### config.mk
export PLATFORM = sky130hd
export DESIGN_NAME = sdt_display_ctrl
export DESIGN_NICKNAME = d
export VERILOG_FILES = /design/src/logic/sdt_pkg.sv /design/src/logic/sdt_display_ctrl.sv /design/src/logic/sdt_frame_timer.sv
export VERILOG_INCLUDE_DIRS = /design/src /design/src/logic
export SDC_FILE = /design/constraint.sdc
export NUM_CORES = 1
export LEC_CHECK = 0
export BUFFER_PORTS_ARGS = -buffer_cell sky130_fd_sc_hd__buf_2
export CAP_MARGIN = 20
export CELL_PAD_IN_SITES_DETAIL_PLACEMENT = 1
export CELL_PAD_IN_SITES_GLOBAL_PLACEMENT = 1
export CORE_MARGIN = 2
export CORE_UTILIZATION = 38
export CTS_BUF_LIST = sky130_fd_sc_hd__clkbuf_8
export DETAILED_ROUTE_END_ITERATION = 8
export PLACE_DENSITY = 0.7
export SYNTH_ARGS = -nofsm -noshare
export SYNTH_HDL_FRONTEND = slang
export SYNTH_SLANG_ARGS = --single-unit
### constraint.sdc
create_clock -name clk_i -period 7.15 [get_ports clk_i]
set_input_delay 1.43 -clock clk_i [delete_from_list [all_inputs] [get_ports clk_i]]
set_output_delay 1.43 -clock clk_i [all_outputs]
set_load 0.02 [all_outputs]
### src/logic/sdt_cfg.svh
`ifndef SDT_CFG_SVH
`define SDT_CFG_SVH

// ---------------------------------------------------------------
// Register byte offsets
// ---------------------------------------------------------------
`define SDT_OFF_CTRL   8'h00
`define SDT_OFF_PS     8'h04
`define SDT_OFF_SEGEN  8'h08
`define SDT_OFF_STAT   8'h0C
`define SDT_OFF_MASK   8'h10
`define SDT_OFF_TSTAT  8'h14
`define SDT_PIX_PAGE   2'h1

// ---------------------------------------------------------------
// Field masks and reset values
// ---------------------------------------------------------------
`define SDT_CTRL_WMASK 8'hDF
`define SDT_PS_WMASK   8'h0F
`define SDT_SEGEN_RST  8'hFF
`define SDT_BIT_FRAME  0

// ---------------------------------------------------------------
// Timing counts
// ---------------------------------------------------------------
`define SDT_SYS_DIV_LAST 8'hFF
`define SDT_UNITS_STATIC 7'h7F
`define SDT_UNITS_TWO    7'h3F
`define SDT_UNITS_MANY   7'h1F

// ---------------------------------------------------------------
// Bus answers
// ---------------------------------------------------------------
`define SDT_RESP_OKAY   2'h0
`define SDT_RESP_SLVERR 2'h2

`endif

### src/logic/sdt_pkg.sv
package sdt_pkg;

    // Display control register layout.
    typedef struct packed {
        logic       drive_enable_bit;
        logic       sleep_stop_bit;
        logic       rsvd;
        logic       bias_generator_enable;
        logic [1:0] clock_source_select;
        logic [1:0] common_count_select;
    } sdt_ctrl_s;

    // Frame timer state.
    typedef struct packed {
        logic [2:0] t1_sync;
        logic [2:0] rc_sync;
        logic [7:0] sys_div;
        logic [3:0] pre;
        logic [6:0] unit;
        logic [1:0] com;
        logic       step;
        logic       run_q;
    } sdt_tmr_s;

    // Core state: registers, scan outputs and bus slave.
    typedef struct packed {
        sdt_ctrl_s       ctrl;
        logic [3:0]      ps;
        logic [7:0]      seg_en;
        logic [15:0][7:0] pix;
        logic            stat;
        logic            mask;
        logic            irq;
        logic [3:0]      com;
        logic [31:0]     seg;
        logic            bias;
        logic            awready;
        logic            wready;
        logic            aw_held;
        logic [7:0]      aw_addr;
        logic            w_held;
        logic [7:0]      wdata;
        logic            wstrb0;
        logic            bvalid;
        logic [1:0]      bresp;
        logic            arready;
        logic            rvalid;
        logic [7:0]      rdata;
        logic [1:0]      rresp;
    } sdt_core_s;

endpackage

### src/logic/sdt_display_ctrl.sv
`include "sdt_cfg.svh"

// Overview of operation
// - Drive up to 32 segments, four commons.
// - Configure via control, segment enable, prescale.
// - Sixteen pixel bytes, one bit per pixel.
// - Control bit 7 enables drive, resets 0.
// - Control bit 6 stops display in sleep.
// - Control bit 5 always reads zero.
// - Control bit 4 powers bias generator.
// - Bits 3:2 choose sys/256, timer, RC.
// - Bits 1:0 choose commons and segment count.
// - Prescale bits 3:0 hold frame prescale.
// - Prescale bits 7:4 read zero.
// - Frame is 128 or 96 times prescale+1.
// - Frame starts common zero; flag after fetch.
// - System divider fixed at 256.
module sdt_display_ctrl (
    // Clock and reset
    input  wire logic        clk_i,
    input  wire logic        reset_n_i,
    // Write address channel
    input  wire logic [7:0]  s_axi_awaddr_i,
    input  wire logic        s_axi_awvalid_i,
    output logic             s_axi_awready_o,
    // Write data channel
    input  wire logic [31:0] s_axi_wdata_i,
    input  wire logic [3:0]  s_axi_wstrb_i,
    input  wire logic        s_axi_wvalid_i,
    output logic             s_axi_wready_o,
    // Write response channel
    output logic [1:0]       s_axi_bresp_o,
    output logic             s_axi_bvalid_o,
    input  wire logic        s_axi_bready_i,
    // Read address channel
    input  wire logic [7:0]  s_axi_araddr_i,
    input  wire logic        s_axi_arvalid_i,
    output logic             s_axi_arready_o,
    // Read data channel
    output logic [31:0]      s_axi_rdata_o,
    output logic [1:0]       s_axi_rresp_o,
    output logic             s_axi_rvalid_o,
    input  wire logic        s_axi_rready_i,
    // System and clock source inputs
    input  wire logic        sleep_i,
    input  wire logic        timer_one_clock_input_i,
    input  wire logic        rc_osc_i,
    // Panel drive
    output logic [3:0]       common_o,
    output logic [31:0]      segment_o,
    output logic             bias_generator_enable_o,
    // Interrupt
    output logic             irq_o
);

    sdt_pkg::sdt_core_s st;
    sdt_pkg::sdt_core_s nx;
    logic               run;
    logic               tm_step;
    logic [1:0]         tm_com;
    logic               wr_go;
    logic               frm_ev;
    logic               stat_clr;
    logic [31:0]        row;
    logic [31:0]        pin_mask;
    logic [31:0]        seg_mask;
    logic [7:0]         ar_q;

    // ---------------------------------------------------------------
    // Segment pin enables and common pin takeover
    // ---------------------------------------------------------------
    // Each enable bit covers a fixed group of segment pins.
    localparam logic [4:0] GRP_LO [8] = '{5'd0, 5'd5, 5'd9, 5'd12,
                                          5'd16, 5'd20, 5'd27, 5'd29};

    for (genvar g = 0; g < 32; g++) begin : g_pin
        always_comb begin
            pin_mask[g] = 1'b0;
            for (int k = 0; k < 8; k++) begin
                if (5'(g) >= GRP_LO[k]) begin
                    pin_mask[g] = st.seg_en[k];
                end
            end
        end
    end

    // Multiplexed modes take the top segment pins as commons.
    assign seg_mask = pin_mask & (32'hFFFF_FFFF >> st.ctrl.common_count_select);

    // Drive stops when disabled, or in sleep when asked to.
    assign run = st.ctrl.drive_enable_bit && !(sleep_i && st.ctrl.sleep_stop_bit);

    // ---------------------------------------------------------------
    // Frame timer
    // ---------------------------------------------------------------
    sdt_frame_timer u_timer (
        .clk_i                   (clk_i),
        .reset_n_i               (reset_n_i),
        .run_i                   (run),
        .clk_src_i               (st.ctrl.clock_source_select),
        .com_sel_i               (st.ctrl.common_count_select),
        .prescale_i              (st.ps),
        .timer_one_clock_input_i (timer_one_clock_input_i),
        .rc_osc_i                (rc_osc_i),
        .step_o                  (tm_step),
        .com_idx_o               (tm_com)
    );

    // ---------------------------------------------------------------
    // Next state
    // ---------------------------------------------------------------
    always_comb begin
        nx       = st;
        stat_clr = 1'b0;
        wr_go    = st.aw_held && st.w_held && !st.bvalid;
        row      = {st.pix[{tm_com, 2'h3}], st.pix[{tm_com, 2'h2}],
                    st.pix[{tm_com, 2'h1}], st.pix[{tm_com, 2'h0}]};
        // The last common row fetched ends the frame's data access.
        frm_ev   = run && tm_step && (tm_com == st.ctrl.common_count_select);

        // Write address and data are taken independently.
        if (s_axi_awvalid_i && st.awready) begin
            nx.aw_held = 1'b1;
            nx.aw_addr = s_axi_awaddr_i;
        end
        if (s_axi_wvalid_i && st.wready) begin
            nx.w_held = 1'b1;
            nx.wdata  = s_axi_wdata_i[7:0];
            nx.wstrb0 = s_axi_wstrb_i[0];
        end
        if (st.bvalid && s_axi_bready_i) begin
            nx.bvalid = 1'b0;
        end
        if (wr_go) begin
            nx.aw_held = 1'b0;
            nx.w_held  = 1'b0;
            nx.bvalid  = 1'b1;
            nx.bresp   = `SDT_RESP_OKAY;
            if (st.aw_addr == `SDT_OFF_CTRL) begin
                if (st.wstrb0) begin
                    nx.ctrl = sdt_pkg::sdt_ctrl_s'(st.wdata & `SDT_CTRL_WMASK);
                end
            end else if (st.aw_addr == `SDT_OFF_PS) begin
                if (st.wstrb0) begin
                    nx.ps = st.wdata[3:0];
                end
            end else if (st.aw_addr == `SDT_OFF_SEGEN) begin
                if (st.wstrb0) begin
                    nx.seg_en = st.wdata;
                end
            end else if (st.aw_addr == `SDT_OFF_STAT) begin
                stat_clr = st.wstrb0 && st.wdata[`SDT_BIT_FRAME];
            end else if (st.aw_addr == `SDT_OFF_MASK) begin
                if (st.wstrb0) begin
                    nx.mask = st.wdata[`SDT_BIT_FRAME];
                end
            end else if (st.aw_addr == `SDT_OFF_TSTAT) begin
                nx.bresp = `SDT_RESP_OKAY;
            end else if (st.aw_addr[7:6] == `SDT_PIX_PAGE && st.aw_addr[1:0] == 2'h0) begin
                if (st.wstrb0) begin
                    nx.pix[st.aw_addr[5:2]] = st.wdata;
                end
            end else begin
                nx.bresp = `SDT_RESP_SLVERR;
            end
        end
        nx.awready = !nx.aw_held && !nx.bvalid;
        nx.wready  = !nx.w_held && !nx.bvalid;

        // Reads answer one cycle after the address is taken.
        if (st.rvalid && s_axi_rready_i) begin
            nx.rvalid = 1'b0;
        end
        if (s_axi_arvalid_i && st.arready) begin
            nx.rvalid = 1'b1;
            nx.rresp  = `SDT_RESP_OKAY;
            nx.rdata  = 8'h00;
            if (s_axi_araddr_i == `SDT_OFF_CTRL) begin
                nx.rdata = st.ctrl & `SDT_CTRL_WMASK;
            end else if (s_axi_araddr_i == `SDT_OFF_PS) begin
                nx.rdata = {4'h0, st.ps};
            end else if (s_axi_araddr_i == `SDT_OFF_SEGEN) begin
                nx.rdata = st.seg_en;
            end else if (s_axi_araddr_i == `SDT_OFF_STAT) begin
                nx.rdata = {7'h00, st.stat};
            end else if (s_axi_araddr_i == `SDT_OFF_MASK) begin
                nx.rdata = {7'h00, st.mask};
            end else if (s_axi_araddr_i == `SDT_OFF_TSTAT) begin
                nx.rdata = {5'h00, run, tm_com};
            end else if (s_axi_araddr_i[7:6] == `SDT_PIX_PAGE
                         && s_axi_araddr_i[1:0] == 2'h0) begin
                nx.rdata = st.pix[s_axi_araddr_i[5:2]];
            end else begin
                nx.rresp = `SDT_RESP_SLVERR;
            end
        end
        nx.arready = !nx.rvalid;

        // A frame event in the clearing cycle keeps the flag set.
        nx.stat = (st.stat && !stat_clr) || frm_ev;
        nx.irq  = nx.stat && nx.mask;

        // Scan: fetch the row of the new common at each phase step.
        if (!run) begin
            nx.com = 4'h0;
            nx.seg = 32'h0000_0000;
        end else if (tm_step) begin
            nx.com = 4'h1 << tm_com;
            nx.seg = row & seg_mask;
        end
        nx.bias = st.ctrl.bias_generator_enable;
    end

    always_ff @(posedge clk_i) begin
        if (!reset_n_i) begin
            st        <= '0;
            st.seg_en <= `SDT_SEGEN_RST;
        end else begin
            st <= nx;
        end
    end

    // ---------------------------------------------------------------
    // Outputs
    // ---------------------------------------------------------------
    assign s_axi_awready_o         = st.awready;
    assign s_axi_wready_o          = st.wready;
    assign s_axi_bresp_o           = st.bresp;
    assign s_axi_bvalid_o          = st.bvalid;
    assign s_axi_arready_o         = st.arready;
    assign s_axi_rdata_o           = {24'h00_0000, st.rdata};
    assign s_axi_rresp_o           = st.rresp;
    assign s_axi_rvalid_o          = st.rvalid;
    assign common_o                = st.com;
    assign segment_o               = st.seg;
    assign bias_generator_enable_o = st.bias;
    assign irq_o                   = st.irq;

    // ---------------------------------------------------------------
    // Checks
    // ---------------------------------------------------------------
    always_ff @(posedge clk_i) begin
        if (s_axi_arvalid_i && s_axi_arready_o) begin
            ar_q <= s_axi_araddr_i;
        end
    end
endmodule

### src/logic/sdt_frame_timer.sv
`include "sdt_cfg.svh"

module sdt_frame_timer (
    // Clock and reset
    input  wire logic       clk_i,
    input  wire logic       reset_n_i,
    // Configuration
    input  wire logic       run_i,
    input  wire logic [1:0] clk_src_i,
    input  wire logic [1:0] com_sel_i,
    input  wire logic [3:0] prescale_i,
    // Clock source pins
    input  wire logic       timer_one_clock_input_i,
    input  wire logic       rc_osc_i,
    // Phase events
    output logic            step_o,
    output logic [1:0]      com_idx_o
);

    sdt_pkg::sdt_tmr_s st;
    sdt_pkg::sdt_tmr_s nx;
    logic              tick;
    logic [6:0]        units_last;

    // ---------------------------------------------------------------
    // Source tick and phase counting
    // ---------------------------------------------------------------
    always_comb begin
        nx = st;
        nx.t1_sync = {st.t1_sync[1:0], timer_one_clock_input_i};
        nx.rc_sync = {st.rc_sync[1:0], rc_osc_i};
        nx.step    = 1'b0;
        nx.run_q   = run_i;
        if (clk_src_i == 2'h0) begin
            tick = (st.sys_div == `SDT_SYS_DIV_LAST);
        end else if (clk_src_i == 2'h1) begin
            tick = st.t1_sync[1] && !st.t1_sync[2];
        end else begin
            tick = st.rc_sync[1] && !st.rc_sync[2];
        end
        case (com_sel_i)
            2'h0:    units_last = `SDT_UNITS_STATIC;
            2'h1:    units_last = `SDT_UNITS_TWO;
            default: units_last = `SDT_UNITS_MANY;
        endcase
        if (!run_i) begin
            nx.sys_div = 8'h00;
            nx.pre     = 4'h0;
            nx.unit    = 7'h00;
            nx.com     = 2'h0;
        end else begin
            nx.sys_div = st.sys_div + 8'h01;
            if (!st.run_q) begin
                nx.step = 1'b1;
            end else if (tick) begin
                if (st.pre == prescale_i) begin
                    nx.pre = 4'h0;
                    if (st.unit >= units_last) begin
                        nx.unit = 7'h00;
                        nx.step = 1'b1;
                        nx.com  = (st.com >= com_sel_i) ? 2'h0 : st.com + 2'h1;
                    end else begin
                        nx.unit = st.unit + 7'h01;
                    end
                end else begin
                    nx.pre = st.pre + 4'h1;
                end
            end
        end
    end

    always_ff @(posedge clk_i) begin
        if (!reset_n_i) begin
            st <= '0;
        end else begin
            st <= nx;
        end
    end

    assign step_o    = st.step;
    assign com_idx_o = st.com;
endmodule

Word-level counts from Yosys, hierarchy flattened --
Cells that the tools add are included.
Word-level totals: bits in registers 252, input port bits 62, output and inout port bits 79, logic and storage cells 199
Cells by class: $add $sub $neg 4, $lt $le $gt $ge 9, eq/ne operators 17, shift-type cells 2, mux-type cells 64, bitwise gates (word level) 8, reduce and logical (&&, ||, !) cells 45
Operators by type and width (number):
- $bwmux 128 | 1
- $mux 8 | 13
- $and 32x32->32 | 2
- $bmux 8 s2 | 4
- $bmux 8 s4 | 1
- $demux 8 s4 | 1
- $eq 8x4->1 const B | 4
- $eq 8x5->1 const B | 4
- $shr 32x2->32 const A | 1
- $lt 4x5->1 const B | 6
- $mux 2 | 15
- $mux 1 | 22
- $logic_and 1x1->1 | 21
- $eq 8x3->1 const B | 2
- $logic_not 8->1 | 2
- $pmux 7 s2 | 1
- $mux 11 | 1
- $mux 10 | 1
- $logic_not 1->1 | 9
- $mux 9 | 1
- $reduce_and 9->1 | 1
- $add 8x1->8 const B | 1
- $eq 2x1->1 const B | 4
- $eq 8x8->1 const B | 1
- other kinds (19) | 30

Depth between registers and ports, before layout --
Gate-level depths: netlist of the first run.
word-level depth 12, gate-level depth with buffers 9, gate-level depth less buffers 7

Hierarchy --
Synthesis of the first run repeated with hierarchy kept, for this count alone.
Unflattened totals: cell total of the unflattened synthesis 1371, area, all modules 12301.8 um^2
By module, submodules not included:
- sdt_display_ctrl | times used 1, cells an instance 1219, area an instance 10911.7 um^2, seq. area each 4424.2 um^2
- sdt_frame_timer | times used 1, cells an instance 152, area an instance 1390.1 um^2, seq. area each 580.6 um^2

Least setup slack after synthesis of the first run --
OpenSTA, ideal clock, no wires.
kind input to register, start input port s_axi_araddr_i[2], end register st (netlist bit s_axi_rdata_o[5]), setup time 131 ps, arrival 3222 ps, data required time 7019 ps, path slack 3797 ps, stages on the path 8, buffers on the path 3, cell sequence buf_2 buf_2 buf_2 mux4_2 a22oi_1 nand3_1 a32oi_1 a21oi_1
On the way: cells in the longest elaborated chain, start to end 9, elaborated cells between the ends (all ways) 15, those cells by class 5 x eq/ne; 9 x mux; 1 x reduce/logical
Ends and longest elaborated chain:
- from (decl) | RTL line sdt_display_ctrl.sv:36 | input wire logic [7:0] s_axi_araddr_i,
- $bmux 8 s4 | RTL line sdt_display_ctrl.sv:192 | nx.rdata = st.pix[s_axi_araddr_i[5:2]];
- $mux 8 (implied by the code) | RTL line sdt_display_ctrl.sv:192
- $mux 8 | RTL line sdt_display_ctrl.sv:190 | end else if (s_axi_araddr_i[7:6] == `SDT_PIX_PAGE
- $mux 8 | RTL line sdt_display_ctrl.sv:188 | end else if (s_axi_araddr_i == `SDT_OFF_TSTAT) begin
- $mux 8 | RTL line sdt_display_ctrl.sv:186 | end else if (s_axi_araddr_i == `SDT_OFF_MASK) begin
- $mux 8 | RTL line sdt_display_ctrl.sv:184 | end else if (s_axi_araddr_i == `SDT_OFF_STAT) begin
- $mux 8 | RTL line sdt_display_ctrl.sv:182 | end else if (s_axi_araddr_i == `SDT_OFF_SEGEN) begin
- $mux 8 | RTL line sdt_display_ctrl.sv:180 | end else if (s_axi_araddr_i == `SDT_OFF_PS) begin
- $mux 8 (*) | RTL line sdt_display_ctrl.sv:178 | if (s_axi_araddr_i == `SDT_OFF_CTRL) begin
- to (signal assigned) | RTL line sdt_display_ctrl.sv:219 | st <= nx;
- to (decl) | RTL line sdt_display_ctrl.sv:56 | sdt_pkg::sdt_core_s st;
Every way passes the cells marked *; elsewhere a longest branch is shown, timed or not. The select of a mux whose other input is x is not followed. A chain may end at the register's enable or synchronous reset.

Worst setup path after layout of the first run --
Same ends and word-level chain as after synthesis.

==> summary.md, run 1 <==
| Metric | Value |
|---|---|
| Status | finished, final reports clean |
| Die Area | 0.0331 mm^2 |
| Critical Path RT | 7.56 ns |
| CP peak stage delay | 0.62 ns |
| Core footprint | 0.0314 mm^2 |
| Commonest cells post-synth | 250 x dfxtp_1, 207 x nand2_1, 174 x a21oi_1 |
| Number of synthesized flops with an enable pin | 0 |
| First-pass GRT wire length | 60.0 mm |
| Setup bufs post-CTS | 0 |
| #FFs+latches synth | 250 |
| WS Path Type | input pin to flop |
| Tcrit/Tclk final | 43.5% |
| Setup crit end kind | flop |
| Fraction of layout cells with a size suffix above 1 | 17.5% |
| Crit start category | input pin |
| Hold Path Class | flop to flop |
| DR vias/cell | 5.63 |
| Area growth, synth to finish | 8.74% |
| CP max stage cell | mux4_2 |
| Biggest area consumer among synthesized cells | dfxtp_1 |
| Post-layout instance area | 0.0131 mm^2 |
| Wire length per cell | 22.0 um |
| Grt total ovfl | 0 |
| DR iter-0 viols | 766 |
| Mapped Cells | 1340 |
| F_max | 321 MHz |
| CTS HTree Levels | 2 |
| Final WS setup | 4.04 ns |
| Clock buffer depth | 3 |
| CTS resizes | 0 |
| Routability congestion estimate | 0.843 |
| Min-Delay Path Depth | 1 |
| Count leader, synth | dfxtp_1 |
| Slew Viols, Final | 0 |
| HPWL after detailed placement | 26.1 mm |
| Setup violators final | 0 |
| Pwr Density | 215 mW/mm^2 |
| Worst Path Max Fanout | 44 |
| Reg2reg path depth | 6 |
| Clock skew | 0.0154 ns |
| Worst vdd rail ir drop | 0.0897 mV |
| Main flop type after synthesis | dfxtp_1 |
| Synth Warn # | 0 |
| Via count | 9951 |
| Leakage | 4.67 nW |
| Max cap viols | 0 |
| IO buf count | 87 |
| Post-CTS Hold Buffers | 0 |
| Total CTS buffers | 43 |
| Die H | 182 um |
| Synth top area share | 41.6% |
| Sequential element share of the synthesized area | 41.6% |
| Fin. Hold Viols | 0 |
| Fillers | 3645 |
| Setup TNS Final | 0 ns |
| N_diodes | 0 |
| Routed Antenna Nets | 0 |
| Clock-pin slew reported for the worst setup and hold paths after clock tree synthesis | 0.06 ns |
| Top post-synthesis cells by area | dfxtp_1 42%, mux4_2 12%, a21oi_1 7.2% |
| Max_slew headroom | 22.5% |
| Critical path cell sequence | buf_2, buf_4, mux4_2, a22oi_1, nand3_1, a32oi_1, a21oi_1 |
| Synth unique cells | 55 |
| Syn_area_per_cell | 8.97 um^2 |
| CTS tree | built |
| Tmin final | 3.11 ns |
| Critical Path AT | 3.52 ns |
| Vias in the first global route | 10123 |
| Largest net degree at the start of global routing | 95 |
| Post-Syn Area | 0.0120 mm^2 |
| Ys async rst share | 0% |
| Row cnt | 65 |
| Nets | 1410 |
| Initial antenna violation count | 0 |
| WHS | 0.439 ns |
| Setup repair after global routing missed its margin | false |
| Dpl cell area | 0.0122 mm^2 |
| Worst Tran Pin Value | 1.16 ns |
| Gr usage total | 23.5% |
| TritonRoute pass-1 iters | 5 |
| Post-Route WL | 38.9 mm |
| Pre-CTS WS | 3.43 ns |
| Starting Density | 38.3% |
| CTS Root Cell | clkbuf_8 |
| Io pins | 141 |
| Skew-Pair Late Insertion Delay | 0.56 ns |
| Drt drc | 0 |
| Number of clock sinks | 250 |
| Die W | 182 um |
-- report_power, final --
part / internal, mW / total [mW] / switching [mW]
sequential: 1.40 / 1.43 / 0.0256
clock: 0.683 / 1.26 / 0.573
combinational: 0.0347 / 0.125 / 0.0907
total: 2.12 / 2.81 / 0.690
-- layer usage --
layer | up-vias | part of all wire [%] | global-route usage [%]
met1 | 4907 | 43 | 30.8
li1 | 4591 | - | -
met4 | 0 | 3.8 | 9.77
met2 | 364 | 45 | 36.9
met3 | 89 | 7.7 | 6.02
met5 | - | 0 | 0
-- registers in the layout, summed over array words and instances (netlist names), 2 cells and up --
register and cells:
st 159, u_timer.nx 4, u_timer.st 22, pin_mask 8
s_axi_rdata_o 8, segment_o 32, u_timer.com_idx_o 2, common_o 4
-- path summary, 6_finish.rpt --
kind / start / to / slack [ns]
max: s_axi_araddr_i[2] / s_axi_rdata_o[5] / 4.04
min: u_timer.nx[24] / u_timer.nx[25] / 0.44
max reg2reg: s_axi_bvalid_o / st[151] / 4.30
min reg2reg: u_timer.nx[24] / u_timer.nx[25] / 0.44
-- critical path, delay by kind of cell --
| kind | cells | cell delay [ns] |
|---|---|---|
| AOI/OAI and AO/OA | 3 | 0.59 |
| buffers and inverters | 2 | 0.68 |
| and+or+nand+nor | 1 | 0.17 |
| muxes | 1 | 0.62 |
-- per-stage QoR --
stage	util (%)	total power, mW	std cells
floorplan	-	1.55	1365
global placement	38.9	1.58	1692
detailed placement	38.9	1.59	1692
CTS	41.6	2.84	1764
global route	41.6	2.92	1766
finish	41.6	2.81	1766
-- final cells by class --
class                      instances  area [um^2]  area share, %
sequential                       250         5010           38.3
inverter                           8         32.5          0.249
timing repair buffer             101          551           4.21
tap                              402          503           3.85
clock buffer                      55          757           5.79
multi-input combinational        933         6150           47.1
clock inverter                    17         70.1          0.536
-- layout by cell type (no fill, tap or decap), types with 2 or more instances in the layout --
| cell | instances |
|---|---|
| nor4b_1 | 2 |
| nand2b_1 | 34 |
| nand3b_1 | 2 |
| a21o_1 | 4 |
| a211oi_1 | 2 |
| o31ai_1 | 3 |
| mux2i_1 | 49 |
| or2_2 | 2 |
| xor2_1 | 3 |
| mux4_2 | 65 |
| and2_0 | 2 |
| o211ai_1 | 2 |
| buf_4 | 12 |
| o21ai_0 | 59 |
| and3b_1 | 4 |
| nand2_1 | 206 |
| nand4_1 | 7 |
| dfxtp_2 | 2 |
| inv_1 | 21 |
| a22o_1 | 2 |
| dfxtp_1 | 248 |
| ha_1 | 11 |
| nor4_1 | 7 |
| clkbuf_8 | 55 |
| buf_2 | 87 |
| clkinv_2 | 2 |
| mux2_2 | 4 |
| xnor2_1 | 13 |
| nand3_1 | 86 |
| or3_1 | 3 |
| conb_1 | 26 |
| nor3_1 | 8 |
| a22oi_1 | 11 |
| a21oi_1 | 174 |
| and2_1 | 18 |
| nor2b_1 | 16 |
| nor2_1 | 75 |
| nor3b_1 | 4 |
| and3_1 | 9 |
| or4_1 | 3 |
-- logic make-up (layout without fill, tap and decap cells) --
group | count (synthesis) | after routing | share of synthesized area (%)
XOR/XNOR | 16 | 16 | 1.17
other | 1 | 26 | 0.0312
buffers and inverters | 182 | 181 | 8.07
multiplexers | 118 | 118 | 16.6
flip-flops | 250 | 250 | 41.6
AND/OR/NAND/NOR | 496 | 496 | 19.5
adder cells (fa/ha/maj) | 11 | 11 | 1.14
AO/OA/AOI/OAI | 266 | 266 | 11.8
Power figures use the tool's default switching activity.
==> run 2: changes to the inputs <==
- PLACE_DENSITY: 0.7 -> 0.72
- clock period: 7.15 -> 2.7 ns (I/O delays scaled with it)
==> summary.md, run 2 (synthesis gave the netlist of run 1 again) <==
| Metric | Value |
|---|---|
| Worst vdd rail ir drop | 0.235 mV |
| Die Area | 0.0331 mm^2 |
| Row cnt | 65 |
| Wire length per cell | 20.7 um |
| Setup TNS Final | 0 ns |
| F_max | 411 MHz |
| Critical path cell sequence | or4b_4, or4_1, or3_1, mux2i_1, nor2_1 |
| First-pass GRT wire length | 58.6 mm |
| Leakage | 4.86 nW |
| Hold Path Class | input pin to flop |
| Starting Density | 38.3% |
| Worst R2R Setup Slack | 0.27 ns |
| Tmin final | 2.43 ns |
| WS Path Type | flop to flop |
| Max_slew headroom | 34.2% |
| Total CTS buffers | 44 |
| Crit start category | flop |
| Post-Route WL | 37.3 mm |
| Clock buffer depth | 3 |
| Fillers | 3695 |
| Post-CTS Hold Buffers | 0 |
| Setup repair after global routing missed its margin | false |
| Setup bufs post-CTS | 0 |
| DR iter-0 viols | 663 |
| DR vias/cell | 5.56 |
| Largest Register | st |
| WHS | 0.194 ns |
| Setup violators final | 0 |
| Die W | 182 um |
| Met1 WL | 16.8 mm |
| Area growth, synth to finish | 11.1% |
| Register area | 0.00501 mm^2 |
| Max layer used | met4 |
| Worst Path Max Fanout | 8 |
| Critical Path AT | 2.84 ns |
| Reg-to-reg critical path endpoint | st[107] |
| Fin. Hold Viols | 0 |
| Clock-pin slew reported for the worst setup and hold paths after clock tree synthesis | 0.06 ns |
| Skew-Pair Late Insertion Delay | 0.55 ns |
| Most frequent cells in the layout | 248 x dfxtp_1, 206 x nand2_1, 174 x a21oi_1 |
| Combined area of the multi-input logic cells | 0.00615 mm^2 |
| Number of clock sinks | 250 |
| CTS Root Cell | clkbuf_8 |
| Core footprint | 0.0314 mm^2 |
| Worst Tran Pin Value | 0.986 ns |
| Slew Viols, Final | 0 |
| Critical Path RT | 3.11 ns |
| TritonRoute pass-1 iters | 5 |
| N_diodes | 0 |
| Gr usage total | 22.7% |
| FF-to-FF Start | st[25] |
| WL met3 | 2.25 mm |
| HPWL after detailed placement | 27.5 mm |
| Routability congestion estimate | 0.864 |
| Clock skew | 0.0174 ns |
| Max cap viols | 0 |
| CTS tree | built |
| Via count | 10028 |
| Metal2 WL | 17.3 mm |
| Number of flip-flops in the largest register | 159 |
| CTS resizes | 0 |
| IO buf count | 87 |
| Vias in the first global route | 10253 |
| Drt drc | 0 |
| Grt total ovfl | 0 |
| Setup crit end kind | flop |
| CP peak stage delay | 0.61 ns |
| CP max stage cell | or3_1 |
| Routed Antenna Nets | 0 |
| Status | finished, final reports clean |
| Tcrit/Tclk final | 90.1% |
| Fraction of layout cells with a size suffix above 1 | 19.3% |
| Worst Setup EP | st[107] |
| Commonest non-fill, non-tap cell in the layout | dfxtp_1 |
| Die H | 182 um |
| Nets | 1443 |
| CTS HTree Levels | 2 |
| Reg2reg path depth | 5 |
| Initial antenna violation count | 0 |
| Final core utilization | 42.5% |
| Largest net degree at the start of global routing | 50 |
| Io pins | 141 |
| Pwr Density | 555 mW/mm^2 |
| CP startpoint | st[25] |
[run 2: cell count changes in the layout (fill, tap and decap cells not counted)]
cell        before  now
inv_1           21   26
buf_4           12   41
clkbuf_2         1    0
clkinv_2         2    3
clkbuf_8        55   52
buf_12           1    5
clkinvlp_4       1    2
[run 2: layout make-up]
cell class / instances / area share, %
clock buffers: 52 / 5.36
multi-input cells: 933 / 46.1
repair buffers: 133 / 6.31
clock inverters: 24 / 0.759
inverters: 8 / 0.244
well taps: 402 / 3.77
flip-flops and latches: 250 / 37.5
[run 2: power by group]
group,switching [mW],internal [mW],total [mW]
logic,0.242,0.112,0.354
registers,0.0546,3.72,3.77
clock network,1.55,1.74,3.29
total,1.85,5.57,7.42
[run 2: layer usage]
metal | vias up | global-route usage [%]
met5 | - | 0
met4 | 0 | 7.42
met3 | 65 | 3.91
met2 | 308 | 37.1
met1 | 4992 | 30.5
li1 | 4663 | -
[run 2: how the worst min path moves through the flow]
| stage | startpoint | to | slack [ns] | cells after the start |
|---|---|---|---|---|
| 2_1_floorplan | u_timer.st[0] | u_timer.step_o | 0.40 | 1 |
| 3_3_place_gp | u_timer.nx[24] | u_timer.nx[25] | 0.41 | 1 |
| 5_1_grt | rc_osc_i | u_timer.nx[24] | 0.18 | 2 |
| 4_1_cts | rc_osc_i | u_timer.nx[24] | 0.17 | 2 |
| 6_report | rc_osc_i | u_timer.nx[24] | 0.19 | 2 |
| 3_5_place_dp | u_timer.nx[24] | u_timer.nx[25] | 0.43 | 1 |
[run 2: critical path: cells and delay by family, from the launching register on]
family	cells	cell delay (ns)
simple gates	4	1.71
flops	1	0.32
mux	1	0.26
[run 2: through the flow]
stage	std cells	cell area, um^2	setup WS, ns	power [mW]
global route	1802	13400	0.183	7.70
finish	1802	13400	0.267	7.42
CTS	1802	13400	0.264	7.51
detailed placement	1726	12500	0.282	4.21
global placement	1726	12500	0.320	4.20
floorplan	1365	12100	0.237	4.10
==> run 3: changes to the inputs <==
- CORE_MARGIN: 2 -> 10
==> summary.md, run 3 (synthesis gave the netlist of run 1 again) <==
| Metric | Value |
|---|---|
| Status | finished, final reports clean |
| Clock skew | 0.0335 ns |
| Worst Tran Pin Value | 1.05 ns |
| Number of flip-flops in the largest register | 159 |
| Critical Path RT | 3.12 ns |
| Initial antenna violation count | 0 |
| F_max | 413 MHz |
| Row cnt | 65 |
| Fraction of layout cells with a size suffix above 1 | 19.0% |
| First-pass GRT wire length | 59.3 mm |
| Dpl cells | 1722 |
| Tcrit/Tclk final | 89.8% |
| Largest Register | st |
| Number of clock sinks | 250 |
| Most frequent cells in the layout | 248 x dfxtp_1, 206 x nand2_1, 174 x a21oi_1 |
| Setup TNS Final | 0 ns |
| Max cap viols | 0 |
| HPWL after detailed placement | 28.6 mm |
| IO buf count | 87 |
| Critical Path AT | 2.84 ns |
| Wire length per cell | 21.7 um |
| Setup violators final | 0 |
| CTS Root Cell | clkbuf_8 |
| CP peak stage delay | 0.61 ns |
| Fin. Hold Viols | 0 |
| Max_slew headroom | 29.8% |
| Setup crit end kind | flop |
| Post-CTS Hold Buffers | 0 |
| Skew-Pair Late Insertion Delay | 0.57 ns |
| Via count | 9988 |
| Worst Path Max Fanout | 8 |
| Die H | 198 um |
| Drt drc | 0 |
| Commonest non-fill, non-tap cell in the layout | dfxtp_1 |
| CP max stage cell | or3_1 |
| Area growth, synth to finish | 10.4% |
| Post-Route WL | 39.0 mm |
| Leakage | 4.81 nW |
| Final core utilization | 42.3% |
| Crit start category | flop |
| Core footprint | 0.0314 mm^2 |
| Nets | 1437 |
| Routed Antenna Nets | 0 |
| Grt total ovfl | 0 |
| Setup repair after global routing missed its margin | false |
| Total CTS buffers | 42 |
| Routability congestion estimate | 0.866 |
| CTS resizes | 0 |
| CTS HTree Levels | 2 |
| Clock buffer depth | 3 |
| Gr usage total | 19.4% |
| Hold Path Class | input pin to flop |
| WS Path Type | flop to flop |
| CTS tree | built |
| Clock-pin slew reported for the worst setup and hold paths after clock tree synthesis | 0.06 ns |
| Starting Density | 38.3% |
| Pre-CTS WS | 0.294 ns |
| N_diodes | 0 |
| Worst vdd rail ir drop | 0.279 mV |
| WP buf/inv | 0 |
| Family with the most delay on the worst path | simple AND/OR/NAND/NOR gates |
| WHS | 0.187 ns |
| DR vias/cell | 5.57 |
| Fillers | 3700 |
| Io pins | 141 |
| Critical path cell sequence | or4b_4, or4_1, or3_1, mux2i_1, nor2_1 |
| Vias in the first global route | 10055 |
| Slew Viols, Final | 0 |
| Die Area | 0.0392 mm^2 |
| Setup bufs post-CTS | 0 |
| Non-Filler Instances | 1794 |
| Pwr Density | 552 mW/mm^2 |
| DR iter-0 viols | 637 |
| Tmin final | 2.42 ns |
| Die W | 198 um |
| Final WS setup | 0.277 ns |
| Largest net degree at the start of global routing | 68 |
| TritonRoute pass-1 iters | 5 |
[run 3: routing by layer]
| layer | routed length (um) | vias to the layer above | track usage [%] |
|---|---|---|---|
| li1 | - | 4639 | - |
| met1 | 17300 | 4971 | 25.2 |
| met2 | 18000 | 303 | 31.0 |
| met3 | 2450 | 75 | 4.14 |
| met4 | 1180 | 0 | 6.81 |
| met5 | 0 | - | 0 |
[run 3: final cells by class]
cell class,count,area [um^2],share of cell area [%]
well taps,402,503,3.79
flip-flops and latches,250,5010,37.7
multi-input cells,933,6150,46.3
repair buffers,129,801,6.03
clock inverters,22,92.6,0.697
clock buffers,50,688,5.18
inverters,8,32.5,0.245
[run 3: path summary, 6_finish.rpt]
path | endpoint | startpoint | slack (ns) | depth (start not counted)
worst max-delay path | st[105] | st[25] | 0.28 | 5
worst min-delay path | u_timer.nx[24] | rc_osc_i | 0.19 | 2
worst max register to register | st[105] | st[25] | 0.28 | 5
worst min register to register | u_timer.step_o | u_timer.st[0] | 0.44 | 1
[run 3: metrics by stage]
step	cell area (um^2)	power, mW
global route	13300	7.61
CTS	13300	7.39
detailed placement	12500	4.21
global placement	12500	4.20
finish	13300	7.33
floorplan	12100	4.10
[run 3: where the power goes]
part / leakage, nW / switching [mW] / internal (mW)
combinational: 2.33 / 0.245 / 0.109
sequential: 2.02 / 0.0598 / 3.72
clock: 0.464 / 1.53 / 1.67
[run 3: worst reg2reg max path: cells and delay by family (launching register included)]
family	cells	cell delay [ns]
muxes	1	0.27
DFF	1	0.32
and+or+nand+nor	4	1.71
